[src/hdl/dma_rd_defs.svh]
// Constants for the DMA burst-read port state machine
`ifndef DMA_RD_DEFS_SVH
`define DMA_RD_DEFS_SVH
`define DMA_RD_SYNC_STAGES   3
`define DMA_RD_STROBE_OFF    1'b1
`define DMA_RD_STROBE_ON     1'b0
`define DMA_RD_REQ_OFF       1'b1
`define DMA_RD_REQ_ON        1'b0
`define DMA_RD_PIN_IDLE      3'h7
`define DMA_RD_ADDR_SELECT_N_BIT      0
`define DMA_RD_TARGET_READY_N_BIT      1
`define DMA_RD_COMM_BIT      2
`endif

[src/hdl/dma_rd_pkg.sv]
// Types shared by the DMA burst-read port state machine
package dma_rd_pkg;
    // Gray steps along AD1 -> ATA -> DRD -> DWT -> LAST_TRANSFER_STATE -> CU -> ATW
    typedef enum logic [4:0] {
        ST_IDLE   = 5'h00,
        ST_AD1    = 5'h01,
        ST_ATA    = 5'h03,
        ST_DRD    = 5'h02,
        ST_DWT    = 5'h06,
        ST_LTX    = 5'h07,
        ST_CU     = 5'h05,
        ST_ATW    = 5'h04,
        ST_AD2    = 5'h0c,
        ST_TS_AD1 = 5'h0d,
        ST_TS_ATA = 5'h0f,
        ST_TS_DRD = 5'h0e,
        ST_TS_DWT = 5'h0a,
        ST_TS_LTX = 5'h0b,
        ST_TS_CU  = 5'h09,
        ST_TS_ATW = 5'h08,
        ST_TS_AD2 = 5'h18
    } rd_state_t;

    // One DMA read command
    typedef struct packed {
        logic [31:0] addr;
        logic [15:0] bytes;
    } dma_cmd_t;

    // Port pins driven by the device
    typedef struct packed {
        logic [31:0] bus;
        logic        bus_oe;
        logic        capture_strobe_n;
        logic        final_transfer_n;
        logic        strobe_oe;
    } port_out_t;
endpackage

[src/hdl/dma_rd_xfer_count.sv]
// Byte counter that raises last_next before the final read beat
`timescale 1ns/1ps
`default_nettype none
module dma_rd_xfer_count #(
    parameter int CNT_W = 16,
    parameter int BEAT  = 4
) (
    input  wire logic             mclk_i,
    input  wire logic             arst_n_i,
    input  wire logic             load_i,
    input  wire logic [CNT_W-1:0] load_bytes_i,
    input  wire logic             capture_i,
    output logic                  last_next_o
);
    localparam logic [CNT_W-1:0] BEAT_C  = CNT_W'(BEAT);
    localparam logic [CNT_W-1:0] BEAT2_C = CNT_W'(2 * BEAT);

    logic [CNT_W-1:0] rem_q;
    logic [CNT_W-1:0] rem_d;

    generate
        if (BEAT < 1 || 2 * BEAT >= (1 << CNT_W)) begin : g_bad
            $error("dma_rd_xfer_count: beat size does not fit the counter");
        end
    endgenerate

    // Bytes still to arrive; a short tail counts as one beat
    always_comb begin
        rem_d = rem_q;
        if (load_i) begin
            rem_d = load_bytes_i;
        end else if (capture_i) begin
            rem_d = (rem_q > BEAT_C) ? rem_q - BEAT_C : '0;
        end
    end

    always_ff @(posedge mclk_i or negedge arst_n_i) begin
        if (!arst_n_i) begin
            rem_q <= '0;
        end else begin
            rem_q <= rem_d;
        end
    end

    // last from count
    // A capturing cycle already consumes one beat, so look one further
    assign last_next_o = capture_i ? (rem_q <= BEAT2_C) : (rem_q <= BEAT_C);
endmodule
`default_nettype wire

[src/hdl/dma_rd_port_fsm.sv]
// Burst-read state machine of a multiplexed address/data DMA port
// Overview of operation
// - Select low, ready high: float, tri-state variant
// - Both low before turnaround: first address
// - Both low after turnaround: second address
// - First address, go: automatic turnaround, floated
// - No request then: turnaround-wait instead
// - Go from read-side states: read or last
// - Data read captures; last drives final-transfer low
// - Both high from read-side states: data wait
// - Wait then ready: read or last
// - Last transfer with select high always followed by clean-up
// - Clean-up or last-transfer tri-state, go: turnaround-wait
// - Both high keeps turnaround-wait; ready proceeds
// - Listed tri-states, go: automatic turnaround
// - Last-next comes from the byte count
// - Request while active; queued output when waiting
// - Drop request in clean-up; re-raise after if a command is queued
`timescale 1ns/1ps
`default_nettype none
`include "dma_rd_defs.svh"
module dma_rd_port_fsm #(
    parameter int DATA_W = 32,
    parameter int CNT_W  = 16
) (
    input  wire logic                 mclk_i,
    input  wire logic                 arst_n_i,
    input  wire logic                 addr_select_n_i,
    input  wire logic                 target_ready_n_i,
    input  wire logic                 comm_register_select_i,
    input  wire logic [DATA_W-1:0]    port_addr_data_bus_i,
    output logic [DATA_W-1:0]         port_addr_data_bus_o,
    output logic                      port_addr_data_bus_oe_o,
    output logic                      capture_strobe_n_o,
    output logic                      final_transfer_n_o,
    output logic                      strobe_oe_o,
    output logic                      dma_request_n_o,
    output logic                      queued_request_n_o,
    input  wire dma_rd_pkg::dma_cmd_t cmd_i,
    input  wire logic                 cmd_valid_i,
    output logic                      cmd_ready_o,
    output logic [DATA_W-1:0]         rd_data_o,
    output logic                      rd_valid_o,
    output logic                      rd_last_o
);
    localparam logic [31:0] BEAT_C = 32'(DATA_W / 8);

    generate
        if (DATA_W != 32 || CNT_W > 16 || CNT_W < 4) begin : g_bad
            $error("dma_rd_port_fsm: bus must be 32 bits, count 4..16 bits to fit the byte field");
        end
    endgenerate

    // Three-stage pin synchroniser, change taken when stages 2 and 3 agree
    logic [2:0] s1_q, s2_q, s3_q, pin_q;
    logic [2:0] s1_d, s2_d, s3_d, pin_d;
    always_comb begin
        s1_d = {comm_register_select_i, target_ready_n_i, addr_select_n_i};
        s2_d = s1_q;
        s3_d = s2_q;
        pin_d = pin_q;
        for (int i = 0; i < 3; i++) begin
            if (s2_q[i] == s3_q[i]) begin
                pin_d[i] = s3_q[i];
            end
        end
    end
    always_ff @(posedge mclk_i or negedge arst_n_i) begin
        if (!arst_n_i) begin
            s1_q  <= `DMA_RD_PIN_IDLE;
            s2_q  <= `DMA_RD_PIN_IDLE;
            s3_q  <= `DMA_RD_PIN_IDLE;
            pin_q <= `DMA_RD_PIN_IDLE;
        end else begin
            s1_q  <= s1_d;
            s2_q  <= s2_d;
            s3_q  <= s3_d;
            pin_q <= pin_d;
        end
    end

    logic addr_select_n_n, target_ready_n_n, comm;
    assign addr_select_n_n = pin_q[`DMA_RD_ADDR_SELECT_N_BIT];
    assign target_ready_n_n = pin_q[`DMA_RD_TARGET_READY_N_BIT];
    assign comm   = pin_q[`DMA_RD_COMM_BIT];

    // Tri-state variant that remembers where the machine came from
    function automatic dma_rd_pkg::rd_state_t tri_of(input dma_rd_pkg::rd_state_t s);
        unique case (s)
            dma_rd_pkg::ST_AD1: tri_of = dma_rd_pkg::ST_TS_AD1;
            dma_rd_pkg::ST_AD2: tri_of = dma_rd_pkg::ST_TS_AD2;
            dma_rd_pkg::ST_ATA: tri_of = dma_rd_pkg::ST_TS_ATA;
            dma_rd_pkg::ST_DRD: tri_of = dma_rd_pkg::ST_TS_DRD;
            dma_rd_pkg::ST_DWT: tri_of = dma_rd_pkg::ST_TS_DWT;
            dma_rd_pkg::ST_LTX: tri_of = dma_rd_pkg::ST_TS_LTX;
            dma_rd_pkg::ST_CU:  tri_of = dma_rd_pkg::ST_TS_CU;
            dma_rd_pkg::ST_ATW: tri_of = dma_rd_pkg::ST_TS_ATW;
            default:            tri_of = s;
        endcase
    endfunction

    // Read-side states that step to data read or last transfer on go
    function automatic logic read_side(input dma_rd_pkg::rd_state_t s);
        read_side = s inside {dma_rd_pkg::ST_AD2, dma_rd_pkg::ST_ATA, dma_rd_pkg::ST_DRD,
                              dma_rd_pkg::ST_DWT, dma_rd_pkg::ST_TS_AD2, dma_rd_pkg::ST_TS_ATA,
                              dma_rd_pkg::ST_TS_DRD, dma_rd_pkg::ST_TS_DWT};
    endfunction

    dma_rd_pkg::rd_state_t state_q, state_d;
    logic                  post_q, post_d;
    logic                  last_next;
    logic                  act_q, act_d, que_q, que_d;
    dma_rd_pkg::dma_cmd_t  act_cmd_q, act_cmd_d, que_cmd_q, que_cmd_d;
    logic [31:0]           addr_q, addr_d;
    logic                  load;
    logic                  capture;

    // Next state from the synchronised strobes
    always_comb begin
        state_d = state_q;
        // comm select
        // A comm-register cycle is not ours; hold the DMA machine still
        if (!comm) begin
            if (!addr_select_n_n && target_ready_n_n) begin
                state_d = tri_of(state_q);
            end else if (!addr_select_n_n && !target_ready_n_n) begin
                state_d = post_q ? dma_rd_pkg::ST_AD2 : dma_rd_pkg::ST_AD1;
            end else if (addr_select_n_n && !target_ready_n_n) begin
                if (state_q == dma_rd_pkg::ST_AD1) begin
                    state_d = act_q ? dma_rd_pkg::ST_ATA : dma_rd_pkg::ST_ATW;
                end else if (read_side(state_q)) begin
                    state_d = last_next ? dma_rd_pkg::ST_LTX : dma_rd_pkg::ST_DRD;
                end else if (state_q == dma_rd_pkg::ST_LTX) begin
                    state_d = dma_rd_pkg::ST_CU;
                end else if (state_q inside {dma_rd_pkg::ST_CU, dma_rd_pkg::ST_TS_LTX}) begin
                    state_d = dma_rd_pkg::ST_ATW;
                end else if (state_q inside {dma_rd_pkg::ST_ATW, dma_rd_pkg::ST_TS_AD1,
                                             dma_rd_pkg::ST_TS_CU, dma_rd_pkg::ST_TS_ATW}) begin
                    state_d = dma_rd_pkg::ST_ATA;
                end
            end else begin
                if (state_q == dma_rd_pkg::ST_LTX) begin
                    state_d = dma_rd_pkg::ST_CU;
                end else if (state_q inside {dma_rd_pkg::ST_AD1, dma_rd_pkg::ST_ATW,
                                             dma_rd_pkg::ST_TS_AD1, dma_rd_pkg::ST_TS_ATW}) begin
                    state_d = dma_rd_pkg::ST_ATW;
                end else if (read_side(state_q) || state_q inside {dma_rd_pkg::ST_CU,
                             dma_rd_pkg::ST_TS_LTX, dma_rd_pkg::ST_TS_CU}) begin
                    state_d = dma_rd_pkg::ST_DWT;
                end
            end
        end
        // Post-turnaround span runs from turnaround to the last transfer
        post_d = post_q;
        if (state_d == dma_rd_pkg::ST_ATA) begin
            post_d = 1'b1;
        end else if (state_d == dma_rd_pkg::ST_LTX) begin
            post_d = 1'b0;
        end
    end

    assign capture = state_q inside {dma_rd_pkg::ST_DRD, dma_rd_pkg::ST_LTX};

    // Command slots: one active, one queued behind it
    always_comb begin
        act_d     = act_q;
        que_d     = que_q;
        act_cmd_d = act_cmd_q;
        que_cmd_d = que_cmd_q;
        addr_d    = capture ? addr_q + BEAT_C : addr_q;
        load      = 1'b0;
        // retire during clean-up, promote as it ends
        if (state_d == dma_rd_pkg::ST_CU && state_q != dma_rd_pkg::ST_CU) begin
            act_d = 1'b0;
        end
        if (state_q == dma_rd_pkg::ST_CU && state_d != dma_rd_pkg::ST_CU && que_q) begin
            act_d     = 1'b1;
            act_cmd_d = que_cmd_q;
            que_d     = 1'b0;
            load      = 1'b1;
        end else if (!act_q && state_q != dma_rd_pkg::ST_CU && que_q) begin
            act_d     = 1'b1;
            act_cmd_d = que_cmd_q;
            que_d     = 1'b0;
            load      = 1'b1;
        end
        if (cmd_valid_i && cmd_ready_o) begin
            que_d     = 1'b1;
            que_cmd_d = cmd_i;
        end
        if (load) begin
            addr_d = act_cmd_d.addr;
        end
    end

    // Only one command may wait; the source stalls beyond that
    assign cmd_ready_o = !que_q;

    dma_rd_xfer_count #(
        .CNT_W(CNT_W),
        .BEAT (DATA_W / 8)
    ) u_count (
        .mclk_i      (mclk_i),
        .arst_n_i    (arst_n_i),
        .load_i      (load),
        .load_bytes_i(act_cmd_d.bytes[CNT_W-1:0]),
        .capture_i   (capture),
        .last_next_o (last_next)
    );

    // Pins shown in the next state, decoded ahead of the register
    dma_rd_pkg::port_out_t out_q, out_d;
    always_comb begin
        out_d.bus              = addr_d;
        out_d.bus_oe           = 1'b0;
        out_d.capture_strobe_n = `DMA_RD_STROBE_OFF;
        out_d.final_transfer_n = `DMA_RD_STROBE_OFF;
        out_d.strobe_oe        = 1'b1;
        unique case (state_d)
            dma_rd_pkg::ST_AD1, dma_rd_pkg::ST_AD2: out_d.bus_oe = 1'b1;
            dma_rd_pkg::ST_DRD: out_d.capture_strobe_n = `DMA_RD_STROBE_ON;
            dma_rd_pkg::ST_LTX: begin
                out_d.capture_strobe_n = `DMA_RD_STROBE_ON;
                out_d.final_transfer_n = `DMA_RD_STROBE_ON;
            end
            dma_rd_pkg::ST_TS_AD1, dma_rd_pkg::ST_TS_AD2, dma_rd_pkg::ST_TS_ATA,
            dma_rd_pkg::ST_TS_DRD, dma_rd_pkg::ST_TS_DWT, dma_rd_pkg::ST_TS_LTX,
            dma_rd_pkg::ST_TS_CU, dma_rd_pkg::ST_TS_ATW: out_d.strobe_oe = 1'b0;
            // Bus floated, strobes high; idle has no variant, so it floats them on select-without-ready
            default: out_d.strobe_oe = !(state_d == dma_rd_pkg::ST_IDLE && !comm && !addr_select_n_n && target_ready_n_n);
        endcase
    end

    // Captured read data and request levels
    logic [DATA_W-1:0] rd_data_d;
    logic              rd_valid_d, rd_last_d, req_n_d, qreq_n_d;
    always_comb begin
        rd_data_d  = capture ? port_addr_data_bus_i : rd_data_o;
        rd_valid_d = capture;
        rd_last_d  = state_q == dma_rd_pkg::ST_LTX;
        // request levels, low again after clean-up only when a queued command is promoted
        req_n_d    = (act_d && state_d != dma_rd_pkg::ST_CU) ? `DMA_RD_REQ_ON : `DMA_RD_REQ_OFF;
        qreq_n_d   = que_d ? `DMA_RD_REQ_ON : `DMA_RD_REQ_OFF;
    end

    always_ff @(posedge mclk_i or negedge arst_n_i) begin
        if (!arst_n_i) begin
            state_q         <= dma_rd_pkg::ST_IDLE;
            post_q          <= 1'b0;
            act_q           <= 1'b0;
            que_q           <= 1'b0;
            act_cmd_q       <= '0;
            que_cmd_q       <= '0;
            addr_q          <= '0;
            out_q           <= '{bus: '0, bus_oe: 1'b0, capture_strobe_n: `DMA_RD_STROBE_OFF,
                                 final_transfer_n: `DMA_RD_STROBE_OFF, strobe_oe: 1'b1};
            rd_data_o       <= '0;
            rd_valid_o      <= 1'b0;
            rd_last_o       <= 1'b0;
            dma_request_n_o <= `DMA_RD_REQ_OFF;
            queued_request_n_o <= `DMA_RD_REQ_OFF;
        end else begin
            state_q         <= state_d;
            post_q          <= post_d;
            act_q           <= act_d;
            que_q           <= que_d;
            act_cmd_q       <= act_cmd_d;
            que_cmd_q       <= que_cmd_d;
            addr_q          <= addr_d;
            out_q           <= out_d;
            rd_data_o       <= rd_data_d;
            rd_valid_o      <= rd_valid_d;
            rd_last_o       <= rd_last_d;
            dma_request_n_o <= req_n_d;
            queued_request_n_o <= qreq_n_d;
        end
    end

    assign port_addr_data_bus_o    = out_q.bus;
    assign port_addr_data_bus_oe_o = out_q.bus_oe;
    assign capture_strobe_n_o      = out_q.capture_strobe_n;
    assign final_transfer_n_o      = out_q.final_transfer_n;
    assign strobe_oe_o             = out_q.strobe_oe;

    // Checks tying pin behaviour to the strobes that caused it
    a_tri_float: assert property (@(posedge mclk_i) disable iff (!arst_n_i)
        (!comm && !addr_select_n_n && target_ready_n_n) |=> (!strobe_oe_o && !port_addr_data_bus_oe_o))
        else $error("outputs not floated on select-without-ready");
    a_first_addr: assert property (@(posedge mclk_i) disable iff (!arst_n_i)
        (!comm && !addr_select_n_n && !target_ready_n_n && !post_q) |=> (state_q == dma_rd_pkg::ST_AD1
        && port_addr_data_bus_oe_o && capture_strobe_n_o && final_transfer_n_o))
        else $error("first address state not entered");
    a_second_addr: assert property (@(posedge mclk_i) disable iff (!arst_n_i)
        (!comm && !addr_select_n_n && !target_ready_n_n && post_q) |=> (state_q == dma_rd_pkg::ST_AD2
        && port_addr_data_bus_oe_o))
        else $error("second address state not entered");
    a_auto_turn: assert property (@(posedge mclk_i) disable iff (!arst_n_i)
        (!comm && addr_select_n_n && !target_ready_n_n && state_q == dma_rd_pkg::ST_AD1 && act_q)
        |=> (state_q == dma_rd_pkg::ST_ATA && !port_addr_data_bus_oe_o && capture_strobe_n_o))
        else $error("automatic turnaround missed");
    a_turn_wait: assert property (@(posedge mclk_i) disable iff (!arst_n_i)
        (!comm && addr_select_n_n && !target_ready_n_n && state_q == dma_rd_pkg::ST_AD1 && !act_q)
        |=> state_q == dma_rd_pkg::ST_ATW)
        else $error("turnaround-wait missed without request");
    a_read_strobe: assert property (@(posedge mclk_i) disable iff (!arst_n_i)
        (state_q == dma_rd_pkg::ST_LTX) |-> (!capture_strobe_n_o && !final_transfer_n_o)
        ##1 (rd_valid_o && rd_last_o))
        else $error("last transfer strobes or capture wrong");
    a_data_wait: assert property (@(posedge mclk_i) disable iff (!arst_n_i)
        (!comm && addr_select_n_n && !target_ready_n_n == 1'b0 && state_q == dma_rd_pkg::ST_DRD)
        |=> (state_q == dma_rd_pkg::ST_DWT && capture_strobe_n_o) ##1 !rd_valid_o)
        else $error("data wait missed");
    a_cleanup_req: assert property (@(posedge mclk_i) disable iff (!arst_n_i)
        (!comm && addr_select_n_n && state_q == dma_rd_pkg::ST_LTX)
        |=> (state_q == dma_rd_pkg::ST_CU && dma_request_n_o && capture_strobe_n_o))
        else $error("clean-up did not follow or request stayed low");
    a_wait_hold: assert property (@(posedge mclk_i) disable iff (!arst_n_i)
        (!comm && addr_select_n_n && target_ready_n_n && state_q == dma_rd_pkg::ST_ATW)[*2]
        |=> state_q == dma_rd_pkg::ST_ATW)
        else $error("turnaround-wait not held");
endmodule
`default_nettype wire

[config.mk]
export PLATFORM = sky130hd
export DESIGN_NAME = dma_rd_port_fsm
export DESIGN_NICKNAME = d
export VERILOG_FILES = /design/src/hdl/dma_rd_pkg.sv /design/src/hdl/dma_rd_xfer_count.sv /design/src/hdl/dma_rd_port_fsm.sv
export VERILOG_INCLUDE_DIRS = /design/src /design/src/hdl
export SDC_FILE = /design/constraint.sdc
export NUM_CORES = 1
export LEC_CHECK = 0
export BUFFER_PORTS_ARGS = -buffer_cell sky130_fd_sc_hd__buf_4
export CORE_MARGIN = 1
export CORE_UTILIZATION = 54
export DETAILED_ROUTE_END_ITERATION = 8
export PLACE_DENSITY = 0.85
export SLEW_MARGIN = 5
export SYNTH_ARGS = -nofsm -noshare
export SYNTH_HDL_FRONTEND = slang
export SYNTH_SLANG_ARGS = --single-unit
[constraint.sdc]
create_clock -name mclk_i -period 2.8 [get_ports mclk_i]
set_input_delay 0.42 -clock mclk_i [delete_from_list [all_inputs] [get_ports mclk_i]]
set_output_delay 0.42 -clock mclk_i [all_outputs]
set_load 0.005 [all_outputs]
### After elaboration in Yosys (flattened, before gate mapping)

Index checks and enable logic that the tools add are counted.
W data, S select, Z words.

* $add $sub $neg: 2
* $lt $le $gt $ge: 3
* equal/unequal tests: 35
* mux-type cells: 40
* reductions and logical operators: 33

Operators by type and width (count)
* $mux W48: 2
* $eq A5 B4 Y1 const B: 16
* $mux W32: 2
* $mux W5: 12
* $mux W16: 3
* $pmux W5 S8: 1
* $add A32 B3 Y32 const B: 1
* $eq A5 B3 Y1 const B: 6
* $eq A5 B2 Y1 const B: 4
* $gt A16 B3 Y1 const B: 1
* $le A16 B3 Y1 const B: 1
* $le A16 B4 Y1 const B: 1
* $mux W1: 16
* $sub A16 B3 Y16 const B: 1
* $logic_and A1 B1 Y1: 13
* $eq A5 B1 Y1 const B: 2
* $eq A5 B5 Y1 const B: 2
* $ne A5 B3 Y1 const B: 2
* $reduce_bool A2 Y1: 4
* $reduce_bool A4 Y1: 2
* $reduce_bool A8 Y1: 1
* $reduce_or A8 Y1: 1
* $logic_not A1 Y1: 6
* $mux W3: 2
* 8 further kinds: 11

* register bits after elaboration: 204
* bits of input ports: 86
* output and inout port bits: 73
* word-level logic and storage cells: 138

### Logic depth before layout (Yosys ltp)

Gate-level depths: netlist (run 1).

* word-level depth: 18
* depth in mapped cells: 11
* gate-level depth less buffers: 9

### By module

A second synthesis (run 1) with hierarchy kept.

* cell total of the unflattened synthesis: 706
* area total of the unflattened synthesis: 8206.6 um^2

Modules (own cells, without submodules)
* dma_rd_port_fsm: times used 1, cells an instance 591, area an instance 7150.6 um^2, seq. area each 3925.0 um^2
* dma_rd_xfer_count: times used 1, cells an instance 115, area an instance 1056.0 um^2, seq. area each 400.4 um^2

### Worst setup path before layout (run 1)

Ideal clock, no wire load.

* path kind: register to register
* start point: register state_q[4]
* end point: register out_q, in the netlist port_addr_data_bus_o[10]
* data arrival time: 2.287 ns
* setup slack: 0.388 ns
* cell stages (with the launch flop): 10
* buffers on the path: 2
* period minus slack after synthesis: 2.412 ns
* cell sequence: dfrtp_1 buf_2 o21ba_2 o221ai_1 a2111oi_0 nand3b_4 nor4_4 a31oi_4 buf_2 mux2_2

* longest elaborated chain between the ends: 16
* elaborated cells on any way between the ends: 50
* those cells by class: 18 x eq/ne; 20 x mux; 12 x reduce/logical

RTL lines
* start, declared: RTL line dma_rd_port_fsm.sv:109 `dma_rd_pkg::rd_state_t state_q, state_d;`
* start signal, assigned: RTL line dma_rd_port_fsm.sv:248 `state_q <= dma_rd_pkg::ST_IDLE;`
* start signal, assigned: RTL line dma_rd_port_fsm.sv:263 `state_q <= state_d;`
* $eq A5 B3 Y1 (tied with other cells): RTL line dma_rd_port_fsm.sv:89, dma_rd_port_fsm.sv:137, dma_rd_port_fsm.sv:144
* $reduce_bool A4 Y1: RTL line dma_rd_port_fsm.sv:137 `end else if (state_q inside {dma_rd_pkg::ST_ATW, dma_rd_pkg::ST_TS_AD1,`
* $mux W5: RTL line dma_rd_port_fsm.sv:137
* $mux W5: RTL line dma_rd_port_fsm.sv:135 `end else if (state_q inside {dma_rd_pkg::ST_CU, dma_rd_pkg::ST_TS_LTX}) begin`
* $mux W5: RTL line dma_rd_port_fsm.sv:133 `end else if (state_q == dma_rd_pkg::ST_LTX) begin`
* $mux W5: RTL line dma_rd_port_fsm.sv:131 `end else if (read_side(state_q)) begin`
* $mux W5: RTL line dma_rd_port_fsm.sv:129 `if (state_q == dma_rd_pkg::ST_AD1) begin`
* $mux W5: RTL line dma_rd_port_fsm.sv:128 `end else if (addr_select_n_n && !target_ready_n_n) begin`
* $mux W5: RTL line dma_rd_port_fsm.sv:126 `end else if (!addr_select_n_n && !target_ready_n_n) begin`
* $mux W5 (*): RTL line dma_rd_port_fsm.sv:124 `if (!addr_select_n_n && target_ready_n_n) begin`
* $mux W5 (*): RTL line dma_rd_port_fsm.sv:123 `if (!comm) begin`
* named net state_d[1]: RTL line dma_rd_port_fsm.sv:109
* $ne A5 B3 Y1 (*): RTL line dma_rd_port_fsm.sv:176 `if (state_q == dma_rd_pkg::ST_CU && state_d != dma_rd_pkg::ST_CU && que_q) begin`
* $logic_and A1 B1 Y1 (*) (2 in series): RTL line dma_rd_port_fsm.sv:176
* $mux W48 / $mux W1 (equally long branches): RTL line dma_rd_port_fsm.sv:176
* $mux W32 / $reduce_bool A2 Y1 (equally long branches)
* end signal, assigned: RTL line dma_rd_port_fsm.sv:255 `` out_q <= '{bus: '0, bus_oe: 1'b0, capture_strobe_n: `DMA_RD_STROBE_OFF, ``
* end signal, assigned: RTL line dma_rd_port_fsm.sv:270 `out_q <= out_d;`
* end, declared: RTL line dma_rd_port_fsm.sv:212 `dma_rd_pkg::port_out_t out_q, out_d;`

The timed path passes the listed nets; every way through them passes the cells marked *.
A chain may end at the register's enable or synchronous reset.

### Final worst setup path (run 1)

* start point: register u_count.rem_q[12]
* end point: register out_q, in the netlist port_addr_data_bus_o[26]

* longest elaborated chain between the ends: 14
* elaborated cells on any way between the ends: 17
* those cells by class: 2 x order compare; 1 x eq/ne; 11 x mux; 3 x reduce/logical

RTL lines
* start, declared: RTL line dma_rd_xfer_count.sv:18 `logic [CNT_W-1:0] rem_q;`
* start signal, assigned: RTL line dma_rd_xfer_count.sv:41 `rem_q <= rem_d;`
* $le A16 B3 Y1 / $le A16 B4 Y1 (equally long branches): RTL line dma_rd_xfer_count.sv:47 `assign last_next_o = capture_i ? (rem_q <= BEAT2_C) : (rem_q <= BEAT_C);`
* $mux W1 (*): RTL line dma_rd_xfer_count.sv:47
* $mux W3 (*): RTL line dma_rd_port_fsm.sv:132 `state_d = last_next ? dma_rd_pkg::ST_LTX : dma_rd_pkg::ST_DRD;`
* $mux W5 (*): RTL line dma_rd_port_fsm.sv:131
* $mux W5 (*): RTL line dma_rd_port_fsm.sv:129
* $mux W5 (*): RTL line dma_rd_port_fsm.sv:128
* $mux W5 (*): RTL line dma_rd_port_fsm.sv:126
* $mux W5 (*): RTL line dma_rd_port_fsm.sv:124
* $mux W5 (*): RTL line dma_rd_port_fsm.sv:123
* $ne A5 B3 Y1 (*): RTL line dma_rd_port_fsm.sv:176
* $logic_and A1 B1 Y1 (*) (2 in series): RTL line dma_rd_port_fsm.sv:176
* $mux W48 / $mux W1 (equally long branches): RTL line dma_rd_port_fsm.sv:176
* $mux W32 / $reduce_bool A2 Y1 (equally long branches)

Every way passes the cells marked *; elsewhere a longest branch is shown, timed or not.

==> results of run 1 <==
-- power groups by stage --
stage / sequential [mW] / clock [mW] / combinational, mW
floorplan: 3.97 / 0 / 2.62
global route: 4.31 / 2.45 / 4.60
detailed placement: 4.19 / 0 / 4.19
global placement: 4.13 / 0 / 3.99
finish: 4.19 / 2.33 / 4.21
CTS: 4.17 / 2.37 / 4.23
-- cell usage after synthesis, types with 3 or more instances --
cell / number
inv_1: 13
nor2_1: 32
clkbuf_1: 20
ha_1: 4
nor2b_1: 5
nand3_1: 18
o21ai_0: 26
or3_1: 5
buf_2: 12
a22o_1: 5
nor3_1: 8
maj3_1: 3
a21oi_1: 12
nor3b_1: 6
dfstp_2: 17
nand2b_1: 4
nand4_1: 8
xor2_1: 8
mux2_2: 93
nor4_1: 6
mux2i_1: 3
nand2_1: 134
o221ai_1: 3
nand4b_1: 3
dfrtp_1: 139
xnor2_1: 24
and3_1: 7
o31ai_1: 4
-- flip-flops by register name, indices dropped and copies added, names as in the netlist, 3 cells and up --
signal,flops
pin_q,3
port_addr_data_bus_o,32
que_cmd_q,48
rd_data_o,32
s1_q,3
s2_q,3
s3_q,3
state_q,5
u_count.rem_q,16
-- cell type report --
cell class / count / share of cell area (%)
clock buffers: 22 / 4.85
clock inverters: 10 / 1.48
inverters: 14 / 0.561
multi-input cells: 458 / 33.4
flip-flops and latches: 156 / 41.9
well taps: 176 / 2.35
repair buffers: 186 / 15.4
-- repair_timing --
action | in CTS | in global routing
gates resized for setup | 0 | 1
setup endpoints to repair | 0 | 10
endpoints found under the hold margin | 3 | 0
hold buffers | 1 | 0
-- cells by family (layout without fill, tap and decap cells) --
logic type,count (synthesis),count (layout)
compound gates,76,76
xor+xnor,32,32
fa+ha+maj,7,7
buf+inv,51,232
flops,156,156
mux,96,96
simple gates,247,247
-- metrics by stage --
| stage | power, mW | util [%] |
|---|---|---|
| 6_report | 10.7 | 71.0 |
| 5_1_grt | 11.4 | 71.0 |
| 4_1_cts | 10.8 | 70.9 |
| 3_5_place_dp | 8.38 | 66.4 |
| 3_3_place_gp | 8.13 | 66.4 |
| 2_1_floorplan | 6.59 | - |
-- worst max-delay path by stage --
stage | end | slack, ps | cells past startpoint | from
after detailed placement | port_addr_data_bus_o[7] | 180 | 9 | state_q[3]
after CTS | u_count.rem_q[5] | 150 | 9 | state_q[3]
after floorplan | port_addr_data_bus_o[10] | 390 | 9 | state_q[4]
after global routing | u_count.rem_q[8] | 20 | 9 | state_q[2]
after global placement | port_addr_data_bus_o[9] | 220 | 9 | state_q[0]
final | port_addr_data_bus_o[26] | 140 | 8 | u_count.rem_q[12]
-- routing by layer --
| layer | vias to the layer above | routed length, µm | share of wire [%] |
|---|---|---|---|
| li1 | 2635 | - | - |
| met1 | 2797 | 7130 | 42 |
| met2 | 194 | 8860 | 52 |
| met3 | 26 | 886 | 5.2 |
| met4 | 0 | 267 | 1.6 |
| met5 | - | 0 | 0 |
-- worst register-to-register path: stages, from the launching register on --
cell and delay [ps]:
dfrtp_1 400, nor4_2 410, nand3_1 230, a311oi_2 260
nand3_1 120, a41oi_1 420, a31oi_4 190, buf_12 210
mux2_2 290
==> results.toml, run 1 <==
[sta]
fmax_mhz = 375
slew_headroom_pct = 60.9
fin_setup_tns_ps = 0
setup_ws_ps = 136
whs_ps = 106
rsz0062_at_grt = "false"
drv_slew = 0
finalCriticalPeriod_ps = 2660
hold_viol = 0
tightest_slew_ps = 587
setup_violations = 0
min_period_over_period_pct = 95.2
finalClockSkew_ps = 15.6

[status]
status = "finished clean"

[setup_path]
slowest_delay_ps = 420
reg2regPathDepth = 8
path_cells = "nor4_2 > nand3_1 > a311oi_2 > nand3_1 > a41oi_1 > a31oi_4 > buf_12 > mux2_2"
worstPathRequired_ps = 3100
cpLargestDelayFamily = "compound AO/OA/AOI/OAI gates"
timing.rr.end = "port_addr_data_bus_o[26]"
r2r_slack_ps = 140
rr_startpoint = "u_count.rem_q[12]"
path_buf_inv = 1
start_kind = "flip-flop"
crit_arrival_ps = 2960
path_max_fanout = 24
end_kind = "flip-flop"
critical_path.slowest_cell = "a41oi_1"
crit_top_cell = "nand3_1"
criticalPathCategory = "flip-flop to flip-flop"

[yosys]
synth_compound_area_share_pct = 7.10
synth_xor_xnor_area_share_pct = 3.86
yosysWarnings = 0
synth_top_cell_area_share_pct = 47.9
synth_flop_cell = "dfrtp_1"
synthSimpleGateAreaFrac_pct = 16.0
synthCells = 665
ys_seq_area_share_pct = 54.0
yosysUniqueCellTypes = 59
syn_avg_cell_area_um2 = 10.9
synth_fp_nets = 755
ys_top_cells_by_area = "dfrtp_1 (48%), mux2_2 (14%), nand2_1 (6.9%), dfstp_2 (6.1%), xnor2_1 (2.9%)"
yosys.area.top_type = "dfrtp_1"
postSynth.asyncResetShare_pct = 100
synth-seq-cells = 156
syn-cell-area_um2 = 7260
muxShareOfSynthArea_pct = 14.8
yosys.area_share.adder_pct = 1.10
synth_top_family_by_area = "simple AND/OR/NAND/NOR gates"
synth-edff-count = 0

[floorplanning]
die_x_um = 118
initial_core_util_pct = 55.1
fp.dieH_um = 118
num_rows = 42
ioPinCount = 159
coreArea_um2 = 13200
die-area_um2 = 13900

[cells_and_area]
area_growth_pct = 28.9
multi_input_comb_area_um2 = 3130
final_common_cell = "buf_4"
fill_cells = 942
seq_area_um2 = 3930
antenna_cells = 0
fin_area_um2 = 9360
layoutNonFillerInstCount = 1022
drive_above_1_share_pct = 39.6
layout_common_cells = "buf_4 (181), dfrtp_1 (139), nand2_1 (134), mux2_2 (93), nor2_1 (31)"
nNetsFinal = 923

[min_path]
holdPathStages = 1
min_from = "comm_register_select_i"
hold_path_end = "s1_q[2]"
hold_path_class = "primary input to flip-flop"

[grt]
grt_antenna_before_repair = 0
grt_pass1_wl_um = 28300
grt_pass1_vias = 5791
met1_usage_pct = 32.4
use_met3_pct = 5.62
busiest_layer = "met2"
gr-usage-met2_pct = 44.2
grt.overflow.total = 0
grt_max_degree = 63
grt_use_total_pct = 25.9

[power_and_ir_drop]
netSwitchingFraction_pct = 34.5
p_leak_nw = 4.25
power_frac_seq_pct = 39.0
p_int_mw = 7.04
p_sw_mw = 3.70
clkPwrFrac_pct = 21.7
combPwrFrac_pct = 39.3
vdd_drop_max_mv = 0.608
p_per_area_nw_per_um2 = 1150

[placement]
dpl_cell_area_um2 = 8750
port_buffers = 158
place_congestion = 0.861
dp.cells = 989
dp_hpwl_um = 12000
place_worst_setup_slack_ps = 183

[route]
routed_via_density = 5.53
wirelength_um = 17100
detail_route.iter0.violations = 454
dr_total_vias = 5652
remaining_drc_errors = 0
drtPass1Iterations = 4
route.antenna.remaining_nets = 0
wl_per_cell_um = 16.8

[clocking]
clockRootBuffer = "clkbuf_16"
clock_path_buffers = 2
post_cts_buffers = 0
path_clk_slew_ps = 60
worstSkewPairLatency_ps = 430
numCtsBuffers = 17
cts_tree = "built"
cts_max_level = 4
cts_sinks = 156

[job]
cap_violations = 0
Power figures use the tool's default switching activity.
==> run 2: changes to the inputs <==
clock period = 2.5 ns   (was 2.8 ns; I/O delays follow)
==> run 2 against run 1 <==
  * The flow now finishes with violations (setup timing)
  * Routed wire length grew 8.4%
  * Fmax rose by 3.7%
  * Largest cell class unchanged
  * Setup slack worse by 210 ps
  * Die area is the same
  * Clock skew down 3.7 ps
  * Cell count rose by 3.3%
  * Count of clock-buffer cells in the layout down 2
  * Sequential cell count is the same
  * Total power increased by 19%
  * Global-route usage is 1.3 points higher
  * Largest power group unchanged
==> results.toml, run 2 (synthesized netlist as in run 1, its figures left out) <==
[clocking]
cts_tree = "built"
cts_sinks = 156
clock_path_buffers = 2
worstSkewPairLatency_ps = 430
cts_max_level = 4
path_clk_slew_ps = 70
clockRootBuffer = "clkbuf_16"
numCtsBuffers = 17

[cells_and_area]
antenna_cells = 0
final_common_cell = "buf_4"
drive_above_1_share_pct = 45.1
final_util_pct = 74.7
largest_register_ffs = 48
fill_cells = 890
layout_common_cells = "buf_4 (205), dfrtp_1 (136), nand2_1 (134), mux2_2 (93), nor2_1 (31)"
seq_area_um2 = 3930
area_growth_pct = 35.7
multi_input_comb_area_um2 = 3270
nNetsFinal = 957
regMostFlops = "que_cmd_q"

[route]
dr_total_vias = 5945
remaining_drc_errors = 0
detail_route.iter0.violations = 428
wl_per_cell_um = 17.6
wirelength_um = 18600
routed_via_density = 5.63
drtPass1Iterations = 6
route.antenna.remaining_nets = 0

[power_and_ir_drop]
p_leak_nw = 4.48
vdd_drop_max_mv = 0.778
power_mw = 12.7
p_per_area_nw_per_um2 = 1290

[sta]
finalClockSkew_ps = 11.9
fin_setup_tns_ps = -2040
min_period_over_period_pct = 103
rsz0062_at_grt = "true"
fmax_mhz = 389
finalCriticalPeriod_ps = 2570
slew_headroom_pct = 61.8
tightest_slew_ps = 573
drv_slew = 0
hold_viol = 0
setup_ws_ps = -70.0
setup_violations = 46

[placement]
dp_hpwl_um = 12200
place_congestion = 0.873
port_buffers = 158

[grt]
grt.overflow.total = 0
grt_pass1_vias = 6113
grt_use_total_pct = 27.1
grt_pass1_wl_um = 29600
grt_antenna_before_repair = 0
grt_max_degree = 62

[setup_path]
crit_arrival_ps = 2880
worstPathRequired_ps = 2810
path_buf_inv = 3
path_cells = "buf_6 > or3_4 > a21oi_2 > a2111oi_2 > nand3b_4 > nor4_4 > a31oi_4 > buf_12 > clkbuf_16 > mux2_2"
path_max_fanout = 14
end_kind = "flip-flop"
criticalPathCategory = "flip-flop to flip-flop"
cpLargestDelayFamily = "simple AND/OR/NAND/NOR gates"
start_kind = "flip-flop"
critical_path.slowest_cell = "dfrtp_2"
slowest_delay_ps = 450

[floorplanning]
initial_core_util_pct = 55.1
die-area_um2 = 13900
num_rows = 42
ioPinCount = 159
fp.dieH_um = 118
die_x_um = 118
coreArea_um2 = 13200

[min_path]
hold_path_class = "primary input to flip-flop"

[job]
cap_violations = 0

[status]
status = "finished, violations left"
violations = "setup timing"
==> run 2: changes by cell type in the layout (fill, tap and decap cells not counted), sizes merged <==
cell and change:
bufinv -2, clkbuf +2, buf +30, clkinvlp +2, clkinv +2
==> run 2: worst register-to-register path, delay by kind of cell (launching register included) <==
kind / cells / cell delay [ps]
and+or+nand+nor: 3 / 870
buffers and inverters: 3 / 510
DFF: 1 / 450
AOI/OAI and AO/OA: 3 / 330
muxes: 1 / 280
==> run 2: final cells by class <==
cell class	count	area share [%]
inverter	14	0.533
sequential	156	39.9
clock buffer	20	4.63
clock inverter	12	1.16
multi-input combinational	458	33.2
timing repair buffer	220	18.4
tap	176	2.23
==> run 2: what timing repair did <==
action,CTS,global route
cloned,0,6
endpoints found under the setup margin,46,53
buffers inserted,0,12
resized for setup,10,23
endpoints found under the hold margin,54,0
hold buffers,1,0
pin swaps,0,9
==> run 2: layer usage <==
layer / part of all wire [%] / routed length [µm] / GRT usage [%]
met3: 7.1 / 1320 / 8.58
met2: 51 / 9430 / 45.4
met1: 40 / 7390 / 32.3
met5: 0 / 0 / 0
met4: 2.4 / 452 / 10.9
==> run 2: path summary, 6_finish.rpt <==
kind	slack, ps	start	to	cells after the start
min in group asynchronous	520	arst_n_i	port_addr_data_bus_o[28]	2
hold / removal	60	target_ready_n_i	s1_q[1]	1
max in group asynchronous	1190	arst_n_i	u_count.rem_q[4]	3
setup reg to reg	-70	state_q[2]	port_addr_data_bus_o[10]	10
setup / recovery	-70	state_q[2]	port_addr_data_bus_o[10]	10
hold reg to reg	360	s1_q[0]	s2_q[0]	0
==> run 2: per-stage QoR <==
stage	setup WS (ps)	area, µm²	hold slack (ps)	instances
2_1_floorplan	88.4	7260	79.4	665
3_3_place_gp	-42.7	8900	347	1005
3_5_place_dp	-76.0	8900	349	1005
4_1_cts	-37.7	9530	33.1	1038
5_1_grt	-163	9850	31.5	1056
6_report	-70.0	9850	58.2	1056
==> run 2: report_power, final <==
| group | leakage (nW) | switching, mW | internal (mW) |
|---|---|---|---|
| Clock | 0.274 | 1.05 | 1.43 |
| Combinational | 2.36 | 2.51 | 3.08 |
| Sequential | 1.85 | 0.920 | 3.73 |
| Total | 4.48 | 4.49 | 8.24 |
==> run 3: changes to the inputs <==
CORE_UTILIZATION = 55   (was 54)
SYNTH_HIERARCHICAL = 1   (was not set)
==> run 3 against run 2 <==
  * The flow still finishes with violations (setup timing)
  * Highest routed layer unchanged
  * Design area up 12%
  * Combinational power grew 35%
  * Largest power group unchanged
  * Global-route usage down 1.4 points
  * First-iteration DRC count is 13% lower
  * Clock power increased by 13%
==> results.toml, run 3 <==
[floorplanning]
initial_core_util_pct = 56.5
die-area_um2 = 15400
num_rows = 44
fp.dieH_um = 124
coreArea_um2 = 14500
ioPinCount = 159
die_x_um = 124

[power_and_ir_drop]
p_leak_nw = 5.09
netSwitchingFraction_pct = 35.0
combPwrFrac_pct = 48.9
p_int_mw = 10.0
clkPwrFrac_pct = 18.2
p_sw_mw = 5.40
vdd_drop_max_mv = 0.947
p_per_area_nw_per_um2 = 1400
power_frac_seq_pct = 32.9

[yosys]
postSynth.asyncResetShare_pct = 100
ys_seq_area_share_pct = 52.7
ys_top_cells_by_area = "dfrtp_1 (47%), mux2_2 (8.4%), mux2_4 (6.4%), nand2_1 (5.8%), dfstp_2 (5.4%)"
synth_commonest_cells = "dfrtp_1 (155), nand2_1 (126), mux2_2 (61), mux2_4 (35), nor2_1 (35)"
syn_avg_cell_area_um2 = 11.6
yosysUniqueCellTypes = 81
yosys.area.top_type = "dfrtp_1"
synth-seq-cells = 172
synth-edff-count = 0
yosysWarnings = 6
yosys.cell_count.top_type = "dfrtp_1"
synthCells = 706
synth_top_cell_area_share_pct = 47.3
syn-cell-area_um2 = 8210
synth_flop_cell = "dfrtp_1"
synth_fp_nets = 796

[setup_path]
path_max_fanout = 21
path_cells = "nor3b_4 > nand2_4 > clkinv_4 > clkinvlp_4 > a311oi_2 > a211oi_4 > nand3b_1 > a2111oi_4 > a211o_2 > inv_4 > a41oi_4 > buf_4 > buf_12 > mux2_4 > nor2_1 > a31oi_1"
crit_arrival_ps = 3570
criticalPathCategory = "flip-flop to flip-flop"
r2r_slack_ps = -780
path_buf_inv = 5
critical_path.slowest_cell = "dfrtp_1"
critical_path_depth = 16
start_kind = "flip-flop"
worstPathRequired_ps = 2790
slowest_delay_ps = 400
reg2regPathDepth = 16
end_kind = "flip-flop"
cpLargestDelayFamily = "compound AO/OA/AOI/OAI gates"

[clocking]
cts_sinks = 172
numCtsBuffers = 17
cts_max_level = 4
clock_path_buffers = 2
cts_tree = "built"
worstSkewPairLatency_ps = 420
clockRootBuffer = "clkbuf_16"
path_clk_slew_ps = 60

[cells_and_area]
final_common_cell = "buf_4"
area_growth_pct = 34.2
multi_input_comb_area_um2 = 3710
seq_area_um2 = 4330
layout_common_cells = "buf_4 (232), dfrtp_1 (155), nand2_1 (124), mux2_2 (50), mux2_4 (46)"
antenna_cells = 0
largest_register_ffs = 48
fin_area_um2 = 11000
nNetsFinal = 1031
fill_cells = 902
drive_above_1_share_pct = 45.1
regMostFlops = "que_cmd_q"

[grt]
met1_usage_pct = 32.8
grt_antenna_before_repair = 0
grt_pass1_vias = 6123
grt.overflow.total = 0
use_met3_pct = 6.23
gr-usage-met2_pct = 42.2
busiest_layer = "met2"
grt_max_degree = 58
grt_use_total_pct = 25.7
grt_pass1_wl_um = 30300

[sta]
fmax_mhz = 305
rsz0062_at_grt = "true"
finalCriticalPeriod_ps = 3280
drv_slew = 0
slew_headroom_pct = 53.0
tightest_slew_ps = 702
fin_setup_tns_ps = -39400
min_period_over_period_pct = 131
hold_viol = 0
setup_ws_ps = -775
setup_violations = 72
finalClockSkew_ps = 9.09

[route]
route.antenna.remaining_nets = 0
wirelength_um = 20300
drtPass1Iterations = 7
remaining_drc_errors = 0
detail_route.iter0.violations = 371
wl_per_cell_um = 17.8
routed_via_density = 5.54
dr_total_vias = 6300

[placement]
dpl_cell_area_um2 = 10000
place_congestion = 0.892
dp_hpwl_um = 12700
port_buffers = 158

[job]
cap_violations = 0

[status]
violations = "setup timing"
status = "finished, violations left"

[min_path]
holdPathStages = 1
hold_path_class = "primary input to flip-flop"
## run 3: changes by cell type in the layout (fill, tap and decap cells not counted), sizes merged, moves of 5 or more
| cell | change |
|---|---|
| buf | +31 |
| dfrtp | +16 |
| nand2 | -8 |
| xor2 | +8 |
| nor3 | +7 |
| o21ai | -7 |
| nor2 | +6 |
| a22o | -5 |
| nand3 | -5 |
| o211ai | +5 |
## run 3: kinds of logic (layout without fill, tap and decap cells)
group	count (synthesis)	after routing	share of synthesized area (%)
and+or+nand+nor	257	257	15.5
DFF	172	172	52.7
muxes	99	99	15.1
AOI/OAI and AO/OA	80	80	7.67
buffers and inverters	54	301	4.07
xor gates and xnor gates	37	37	3.95
adders and majority gates	7	7	0.976
## run 3: path summary, 6_finish.rpt
check | startpoint | to
max | state_q[4] | u_count/rem_q[5]
max in group asynchronous | arst_n_i | s2_q[0]
min in group asynchronous | arst_n_i | rd_data_o[9]
max reg2reg | state_q[4] | u_count/rem_q[5]
min reg2reg | s1_q[2] | s2_q[2]
min | comm_register_select_i | s1_q[2]
## run 3: area by class of cell
| cell class | count | share of cell area (%) |
|---|---|---|
| sequential | 172 | 39.3 |
| inverter | 21 | 0.852 |
| clock inverter | 9 | 1.43 |
| tap | 184 | 2.09 |
| multi-input combinational | 480 | 33.7 |
| clock buffer | 22 | 4.22 |
| timing repair buffer | 249 | 18.4 |
## run 3: power by group through the flow
stage	logic [mW]	registers, mW	clock network [mW]
2_1_floorplan	4.39	4.95	0
3_3_place_gp	6.45	5.00	0
3_5_place_dp	6.64	5.05	0
4_1_cts	6.90	5.04	2.84
5_1_grt	8.12	5.24	2.96
6_report	7.53	5.07	2.80
## run 3: worst register-to-register path: stages (launching register included)
cell and delay [ps]:
dfrtp_1 400, nor3b_4 260, nand2_4 80, clkinv_4 60, clkinvlp_4 110, a311oi_2 290
a211oi_4 70, nand3b_1 210, a2111oi_4 310, a211o_2 190, inv_4 40, a41oi_4 180
buf_4 230, buf_12 210, mux2_4 330, nor2_1 120, a31oi_1 70
## run 3: per-stage QoR
stage	cells	hold WS (ps)	setup WS, ps	utilization [%]	power, mW
after floorplan	706	79.4	-1380	-	9.34
after global placement	1090	346	-626	69.1	11.5
after detailed placement	1090	347	-719	69.1	11.7
after CTS	1130	44.4	-719	74.0	14.8
after global routing	1137	42.0	-943	75.7	16.3
final	1137	57.4	-775	75.7	15.4
## run 3: what timing repair did
action	in CTS	in global routing
pin swaps	2	9
setup buffers	8	5
endpoints found under the hold margin	53	0
setup endpoints to repair	73	74
cloned	0	3
resized for setup	6	33
hold buffers	1	0
## run 3: metal layers
| metal | routed length, µm | share of wire (%) | up-vias |
|---|---|---|---|
| met4 | 533 | 2.6 | 0 |
| li1 | - | - | 2915 |
| met2 | 10400 | 51 | 217 |
| met3 | 1090 | 5.4 | 49 |
| met1 | 8250 | 41 | 3119 |
| met5 | 0 | 0 | - |
